## src/hw/shift_latch_params.svh

```systemverilog
`ifndef SHIFT_LATCH_PARAMS_SVH
`define SHIFT_LATCH_PARAMS_SVH

// Shift chain and storage latch geometry
`define CHAIN_WIDTH 8
`define CHAIN_LAST 7
`define RISE_TAP 6

// Pin bundle field positions
`define PIN_SERIAL_IN 3
`define PIN_SHIFT_CLOCK 2
`define PIN_TRANSFER_STROBE 1
`define PIN_OUTPUT_ENABLE 0
`define PIN_COUNT 4

// Reset values
`define CHAIN_RESET 8'h00
`define LATCH_RESET 8'h00

// Input synchroniser depth and word buffer depth
`define SYNC_STAGES 3
`define WORD_BUF_DEPTH 2

`endif

```

## src/hw/shift_latch_pkg.sv

```systemverilog
package shift_latch_pkg;

   typedef logic [7:0] word_t;

   // Control pins driven by the host or upstream stage
   typedef struct packed {
      logic serial_in;
      logic shift_clock;
      logic transfer_strobe;
      logic output_enable;
   } host_pins_t;

   // Three-state parallel output: enable_n low while driving
   typedef struct packed {
      word_t data;
      logic enable_n;
   } par_pins_t;

   // Serial cascade outputs
   typedef struct packed {
      logic rise_serial_output;
      logic fall_serial_output;
   } serial_pins_t;

endpackage

```

## src/hw/shift_latch.sv

```systemverilog
`timescale 1ns/1ps
`include "shift_latch_params.svh"
// What this block does
// - Each shift clock rise moves the eight-stage chain, stage zero takes serial input.
// - Each rise loads last stage and rise serial output from prior seventh stage.
// - Fall serial output copies the rise serial output on the following fall.
// - On a fall, chain, latch and rise serial output hold.
// - Strobe high makes the latch transparent, following every shift.
// - Strobe low holds the latch; serial outputs keep updating.
// - Shift clock and transfer strobe act independently.
// - Output enable high drives the latch onto all parallel outputs.
// - Output enable low floats parallel outputs; serial outputs stay driven.
// - Output enable changes never alter chain or latch contents.
module shift_latch (
   clk,
   rst,
   host_pins,
   par_pins,
   serial_pins,
   shift_ready,
   word_data,
   word_valid,
   word_ready
);
   import shift_latch_pkg::*;

   input wire logic clk;
   input wire logic rst;
   input shift_latch_pkg::host_pins_t host_pins;
   output shift_latch_pkg::par_pins_t par_pins;
   output shift_latch_pkg::serial_pins_t serial_pins;
   output logic shift_ready;
   output shift_latch_pkg::word_t word_data;
   output logic word_valid;
   input wire logic word_ready;

   ////////////////////////////////////////////////////////////////////////////////
   // Pin synchronisers: three stages, a level is accepted once stages two and three agree

   logic [`PIN_COUNT-1:0] sync_reg [`SYNC_STAGES];
   logic [`PIN_COUNT-1:0] level_reg;
   logic [`PIN_COUNT-1:0] level_next;

   always_ff @(posedge clk) begin
      if (rst) begin
         for (int s = 0; s < `SYNC_STAGES; s++) begin
            sync_reg[s] <= '0;
         end
      end else begin
         sync_reg[0] <= host_pins;
         for (int s = 1; s < `SYNC_STAGES; s++) begin
            sync_reg[s] <= sync_reg[s-1];
         end
      end
   end

   // Filtered level; only stages two and three are read
   function automatic logic settle(input logic s2, input logic s3, input logic cur);
      settle = (s2 == s3) ? s3 : cur;
   endfunction

   genvar g;
   generate
      for (g = 0; g < `PIN_COUNT; g++) begin : g_settle
         assign level_next[g] = settle(sync_reg[1][g], sync_reg[2][g], level_reg[g]);
      end
   endgenerate

   always_ff @(posedge clk) begin
      if (rst) begin
         level_reg <= '0;
      end else begin
         level_reg <= level_next;
      end
   end

   logic clk_lvl;
   logic clk_lvl_next;
   logic strobe_lvl;
   logic oe_lvl;
   logic data_lvl;
   logic rise_evt;
   logic fall_evt;

   assign clk_lvl = level_reg[`PIN_SHIFT_CLOCK];
   assign clk_lvl_next = level_next[`PIN_SHIFT_CLOCK];
   assign strobe_lvl = level_reg[`PIN_TRANSFER_STROBE];
   assign oe_lvl = level_reg[`PIN_OUTPUT_ENABLE];
   // Data is taken at its settled level, so it must meet setup before the edge settles
   assign data_lvl = level_reg[`PIN_SERIAL_IN];
   assign rise_evt = clk_lvl_next && !clk_lvl;
   assign fall_evt = !clk_lvl_next && clk_lvl;

   ////////////////////////////////////////////////////////////////////////////////
   // Shift chain

   word_t chain_reg;
   word_t chain_next;

   always_comb begin
      chain_next = chain_reg;
      if (rise_evt) begin
         chain_next = {chain_reg[`CHAIN_LAST-1:0], data_lvl};
      end
   end

   always_ff @(posedge clk) begin
      if (rst) begin
         chain_reg <= `CHAIN_RESET;
      end else begin
         chain_reg <= chain_next;
      end
   end

   ////////////////////////////////////////////////////////////////////////////////
   // Serial cascade outputs

   logic rise_out_reg;
   logic fall_out_reg;

   always_ff @(posedge clk) begin
      if (rst) begin
         rise_out_reg <= 1'b0;
      end else if (rise_evt) begin
         rise_out_reg <= chain_reg[`RISE_TAP];
      end
   end

   // Half-cycle delayed copy for slow-edge cascading
   always_ff @(posedge clk) begin
      if (rst) begin
         fall_out_reg <= 1'b0;
      end else if (fall_evt) begin
         fall_out_reg <= chain_reg[`CHAIN_LAST];
      end
   end

   assign serial_pins.rise_serial_output = rise_out_reg;
   assign serial_pins.fall_serial_output = fall_out_reg;

   ////////////////////////////////////////////////////////////////////////////////
   // Storage latch, level-sensitive on the strobe; independent of the shift clock

   word_t latch_reg;

   always_ff @(posedge clk) begin
      if (rst) begin
         latch_reg <= `LATCH_RESET;
      end else if (strobe_lvl) begin
         latch_reg <= chain_next;
      end
   end // Strobe low holds output enable has no path here

   ////////////////////////////////////////////////////////////////////////////////
   // Three-state parallel outputs

   par_pins_t par_reg;

   always_ff @(posedge clk) begin
      if (rst) begin
         par_reg <= '{data: `LATCH_RESET, enable_n: 1'b1};
      end else begin
         par_reg.data <= strobe_lvl ? chain_next : latch_reg;
         par_reg.enable_n <= !oe_lvl;
      end
   end

   assign par_pins = par_reg;

   ////////////////////////////////////////////////////////////////////////////////
   // Word stream: every shift seen through an open latch is queued for the receiver.
   // The host must watch shift_ready; a shift while it is low loses that word.

   logic push_valid;

   assign push_valid = rise_evt && strobe_lvl;

   word_buffer #(
      .WIDTH(`CHAIN_WIDTH),
      .DEPTH(`WORD_BUF_DEPTH)
   ) u_word_buffer (
      .clk(clk),
      .rst(rst),
      .in_data(chain_next),
      .in_valid(push_valid),
      .in_ready(shift_ready),
      .out_data(word_data),
      .out_valid(word_valid),
      .out_ready(word_ready)
   );
endmodule

```

## src/hw/word_buffer.sv

```systemverilog
`timescale 1ns/1ps
module word_buffer #(
   parameter int WIDTH = 8,
   parameter int DEPTH = 2
) (
   input wire logic clk,
   input wire logic rst,
   input wire logic [WIDTH-1:0] in_data,
   input wire logic in_valid,
   output logic in_ready,
   output logic [WIDTH-1:0] out_data,
   output logic out_valid,
   input wire logic out_ready
);
   localparam int PW = (DEPTH > 1) ? $clog2(DEPTH) : 1;
   localparam int CW = $clog2(DEPTH + 1);

   logic [WIDTH-1:0] mem [DEPTH];
   logic [PW-1:0] wr_ptr_reg;
   logic [PW-1:0] rd_ptr_reg;
   logic [CW-1:0] count_reg;
   logic push;
   logic pop;

   assign in_ready = (count_reg != CW'(DEPTH));
   assign out_valid = (count_reg != '0);
   assign out_data = mem[rd_ptr_reg];
   assign push = in_valid && in_ready;
   assign pop = out_valid && out_ready;

   function automatic logic [PW-1:0] bump(input logic [PW-1:0] p);
      bump = (p == PW'(DEPTH - 1)) ? '0 : p + PW'(1);
   endfunction

   always_ff @(posedge clk) begin
      if (push) begin
         mem[wr_ptr_reg] <= in_data;
      end
   end

   always_ff @(posedge clk) begin
      if (rst) begin
         wr_ptr_reg <= '0;
         rd_ptr_reg <= '0;
         count_reg <= '0;
      end else begin
         if (push) begin
            wr_ptr_reg <= bump(wr_ptr_reg);
         end
         if (pop) begin
            rd_ptr_reg <= bump(rd_ptr_reg);
         end
         count_reg <= count_reg + CW'(push) - CW'(pop);
      end
   end
endmodule

```

## config.mk

```make
export PLATFORM = sky130hd
export DESIGN_NAME = shift_latch
export DESIGN_NICKNAME = d
export VERILOG_FILES = /design/src/hw/shift_latch_pkg.sv /design/src/hw/shift_latch.sv /design/src/hw/word_buffer.sv
export VERILOG_INCLUDE_DIRS = /design/src /design/src/hw
export SDC_FILE = /design/constraint.sdc
export NUM_CORES = 1
export LEC_CHECK = 0
export ABC_AREA = 1
export ABC_CLOCK_PERIOD_IN_PS = 2100
export BUFFER_PORTS_ARGS = -buffer_cell sky130_fd_sc_hd__buf_4
export CAP_MARGIN = 40
export CORE_MARGIN = 3
export CORE_UTILIZATION = 35
export DETAILED_ROUTE_END_ITERATION = 10
export PLACE_DENSITY = 0.52
export RECOVER_POWER = 25
export SYNTH_ARGS = -nofsm -noshare
export SYNTH_HDL_FRONTEND = slang
export SYNTH_HIERARCHICAL = 1
export SYNTH_SLANG_ARGS = --single-unit
```

## constraint.sdc

```tcl
create_clock -name clk -period 2.1 [get_ports clk]
set_input_delay 0.42 -clock clk [delete_from_list [all_inputs] [get_ports clk]]
set_output_delay 0.42 -clock clk [all_outputs]
set_load 0.05 [all_outputs]
```

; Word-level counts from Yosys, hierarchy flattened
; Memories as Yosys holds them, arrays and structs flattened. A register that Yosys moved wholly into a read port is not among the register bits.
; Index checks and enable logic that the tools add are counted.
; W data, S select, Z words.
[totals]
output_inout_bits = 21
mem_count = 2
register_bits = 27
ram_bits = 28
[op_classes]
n_reduce_logical = 9
mux = 15
bitwise = 3
addsub = 4
n_eq_ne = 5
[memory_table]
columns = name, depth, word_bits, rd, rd_clocked_by_memory_dff, write_ports, line
row1 = u_word_buffer.mem, 2, 8, 1, 1, 1, word_buffer.sv:18  ; logic [WIDTH-1:0] mem [DEPTH];
row2 = sync_reg, 3, 4, 3, 0, 3, shift_latch.sv:40  ; logic [`PIN_COUNT-1:0] sync_reg [`SYNC_STAGES];
[ops]
columns = cell, n
row1 = $mux W8, 2
row2 = $mux W4, 3
row3 = $mux W1, 10
row4 = $logic_and A1 B1 Y1, 5
row5 = $eq A1 B1 Y1, 4
row6 = $logic_not A1 Y1, 3
row7 = $or A1 B1 Y1, 3
row8 = $add A1 B1 Y1 const B, 2
row9 = $add A2 B1 Y2, 1
row10 = $ne A2 B2 Y1 const B, 1
row11 = $reduce_bool A2 Y1, 1
row12 = $sub A2 B1 Y2, 1

; Longest topological paths before layout
[logic_depth]
word_depth = 7
mapped_depth = 13
mapped_depth_nobuf = 12

; Modules after synthesis
; Netlist, hierarchy kept.
[modules_own_cells]
columns = module, area_each_um2, cells_per_inst, seq_area_each_um2, n_inst
row1 = shift_latch, 1285.0, 163, 700.7, 1
row2 = word_buffer, 838.3, 61, 580.6, 1

; Worst setup path before layout
; No wires, ideal clock.
[synth_path]
path_type = register -> register
start = register level_reg[1]
end = memory u_word_buffer.mem[0][0], enable pin
path_stages_with_launch = 7
required_ps = 1730
arrival_time_ps = 1362
path_buffers = 2
setup_slack_ps = 368
period_less_slack_ps = 1732
cell_sequence = dfxtp_1 > buf_2 > buf_2 > inv_1 > nor2_1 > nand2_4 > nor2_1
[synth_between]
elab_chain_len = 4
[synth_lines]
columns = item, line
row1 = start: declaration, shift_latch.sv:41  ; logic [`PIN_COUNT-1:0] level_reg;
row2 = start signal: assignment, shift_latch.sv:73  ; level_reg <= level_next;
row3 = $logic_and A1 B1 Y1, shift_latch.sv:176  ; assign push_valid = rise_evt && strobe_lvl;
row4 = net push_valid, shift_latch.sv:174  ; logic push_valid;
row5 = $logic_and A1 B1 Y1, word_buffer.sv:28  ; assign push = in_valid && in_ready;
row6 = $mux W1, word_buffer.sv:36  ; if (push) begin
row7 = $mux W1 (not written as such), word_buffer.sv:37  ; mem[wr_ptr_reg] <= in_data;
row8 = end: declaration, word_buffer.sv:18
; The timed path passes the listed nets, and every way through them passes these cells.

==> impl_metrics.py <==
metrics = {
    "power": {
        "internal-power_uw": 1439,
        "power_density_nw_per_um2": 778.9,
        "ir_drop_uv": 338.2,
        "sw_frac_of_total_pct": 25.34,
        "power.leakage_uw": 0.001068,
        "p_switching_uw": 488.4,
        "p_seq_share_pct": 59.5,
        "p_clk_share_pct": 29.3,
        "combPwrFrac_pct": 11.2,
    },
    "layout": {
        "fin_cells": 326,
        "largest_register_ff_count": 16,
        "final_core_util_pct": 43.61,
        "ff_latch_area_um2": 1281,
        "area_growth_pct": 16.56,
        "nNetsFinal": 261,
        "final_area_um2": 2475,
        "nFillCells": 573,
        "antenna_cells": 0,
        "multi_input_area_um2": 663.1,
        "drive_above_1_share_pct": 21.26,
    },
    "logic_synthesis": {
        "yosys.area_share.adder_pct": 0.5893,
        "synth_fp_nets": 232,
        "synth-edff-count": 16,
        "synth_top_family_by_area": "simple AND/OR/NAND/NOR gates",
        "synth_mux_area_share_pct": 4.243,
        "synthCells": 224,
        "syn_area_um2": 2123,
        "syn_area_per_cell_um2": 9.479,
        "post_synth_num_cell_types": 26,
        "ys_seq_area_share_pct": 60.34,
        "synthFlopType": "dfxtp_1",
        "synth-xor-area-share_pct": 0.4125,
        "async_flop_share_pct": 0,
        "synth.area.top_cells": "dfxtp_1, edfxtp_1, nor2_1",
        "ys_ff_latch": 56,
        "synth_top_area_cell": "dfxtp_1",
        "synth_compound_area_share_pct": 5.068,
        "synthMostInstantiatedCell": "dfxtp_1",
        "yosysWarnings": 6,
        "ys_top_cells_by_count": "dfxtp_1, nor2_1, nand2_1, inv_1",
        "yosys.area_share.simple_pct": 20.92,
        "synth.top_cell.area_share_pct": 37.71,
    },
    "clock_network": {
        "cts.path.max_buffers": 2,
        "clock_latency_ns": 0.30,
        "ctsResizeCount": 0,
        "numCtsBuffers": 5,
        "ctsRootBufferMaster": "clkbuf_8",
        "htree_levels": 2,
        "ctsHoldBuffers": 0,
        "path_clk_slew_ns": 0.09,
        "postCtsSetupBuffers": 0,
        "cts_tree": "built",
        "clock-sinks": 56,
    },
    "critical_path": {
        "cp-start-kind": "flip-flop",
        "critPathMaxFanout": 8,
        "worstRegToRegCells": 12,
        "r2r_end": "u_word_buffer/count_reg[1]",
        "required_ns": 1.68,
        "crit_end": "word_data[7]",
        "ff2ff_setup_slack_ns": 0.32,
        "cp.arrival_ns": 1.42,
        "worstSetupPathType": "flip-flop to primary output",
        "rr_startpoint": "level_reg[2]",
        "end_kind": "primary output",
    },
    "sta": {
        "tightest_slew_ns": 1.408,
        "tns_ns": 0,
        "whs_ns": 0.3106,
        "max_slew_margin_pct": 6.149,
        "rsz0062_at_grt": "false",
        "slew_violations": 0,
        "finalCritPeriodShare_pct": 87.84,
        "hold_violations": 0,
        "fmax_mhz": 542.1,
        "setup_viol_count_final": 0,
        "period_minus_slack_ns": 1.845,
        "finalClockSkew_ns": 0.008660,
    },
    "route": {
        "wl_per_cell_um": 10.86,
        "drt_first_pass_iters": 4,
        "wirelength_um": 3540,
        "ant_nets": 0,
        "via_count": 1419,
        "drc": 0,
        "drt_iter0_drc": 62,
        "vias_per_cell": 4.353,
    },
    "placement": {
        "post_dp_cell_area_um2": 2394,
        "dp_hpwl_um": 2451,
        "routabilityCongestion": 0.7468,
        "port_buffers": 27,
        "dp_cells": 318,
    },
    "grt": {
        "grt_pass1_vias": 1353,
        "track_usage_pct": 11.20,
        "grt_max_degree": 35,
        "antenna_found_initial": 0,
        "grt_pass1_wl_um": 6334,
        "gr-total-overflow": 0,
    },
    "status": {
        "outcome": "finished, final reports clean",
    },
    "floorplanning": {
        "rows": 27,
        "fp.dieW_um": 83.89,
        "pin_count": 28,
        "coreArea_um2": 5675,
        "dieHeight_um": 83.89,
        "dieArea_um2": 7037,
        "initial_core_util_pct": 37.41,
    },
    "hold_path": {
        "min_path_cells": 3,
        "hold_class": "primary input to flip-flop",
    },
    "flow_run": {
        "maxCapViolCount": 0,
    },
}
## area by class of cell
class,instances,share of cell area [%]
sequential,56,51.77
multi-input combinational,127,26.79
timing repair buffer,32,9.555
inverter,31,4.803
tap,72,3.640
clock buffer,7,3.084
clock inverter,1,0.3539
## metrics by stage
step                setup WS, ns  total power, µW
floorplan                 0.3675             1335
global placement          0.4132             1389
detailed placement        0.3458             1392
CTS                       0.2162             1957
global route             0.08171             2027
finish                    0.2554             1928
## power groups by stage
stage          combinational (µW)  clock (µW)  sequential, µW
4_1_cts                       219         590            1150
3_5_place_dp                  219           0            1170
5_1_grt                       236         638            1150
6_report                      216         564            1150
3_3_place_gp                  217           0            1170
2_1_floorplan                 172           0            1160
## worst min path at each step
stage / startpoint / end / slack, ns
global route: host_pins[2] / sync_reg[0][2] / 0.31
CTS: host_pins[1] / sync_reg[0][1] / 0.30
floorplan: level_reg[0] / par_pins[0] / 0.38
detailed placement: level_reg[0] / par_pins[0] / 0.39
global placement: level_reg[0] / par_pins[0] / 0.39
finish: host_pins[1] / sync_reg[0][1] / 0.31
## cells by family after synthesis
group | after synthesis
AOI/OAI and AO/OA | 21
xor gates and xnor gates | 1
adders and majority gates | 1
buffers and inverters | 41
DFF | 56
muxes | 8
and+or+nand+nor | 96
## metal layers
metal	global-route usage, %	wire [µm]	vias up
li1	-	-	767
met1	15.40	1848	623
met2	16.56	1449	24
met3	3.554	187	5
met4	3.947	55	0
met5	0	0	-
## critical path, stage by stage, from the launching register on
cell and delay, ns:
dfxtp_1 0.54, mux2_2 0.39, buf_4 0.19
## cells in the final DEF, fill, tap and decap left out, types with 2 or more instances in the layout
cell type,instances
buf_4,31
a21oi_1,16
nand3_1,9
nand2_1,32
inv_1,30
dfxtp_1,40
edfxtp_1,16
o21ai_0,4
clkbuf_1,3
nor2_2,2
nor2_1,39
nand4_1,7
clkbuf_8,5
mux2_2,8
No activity file was read; power rests on OpenSTA's default activity.
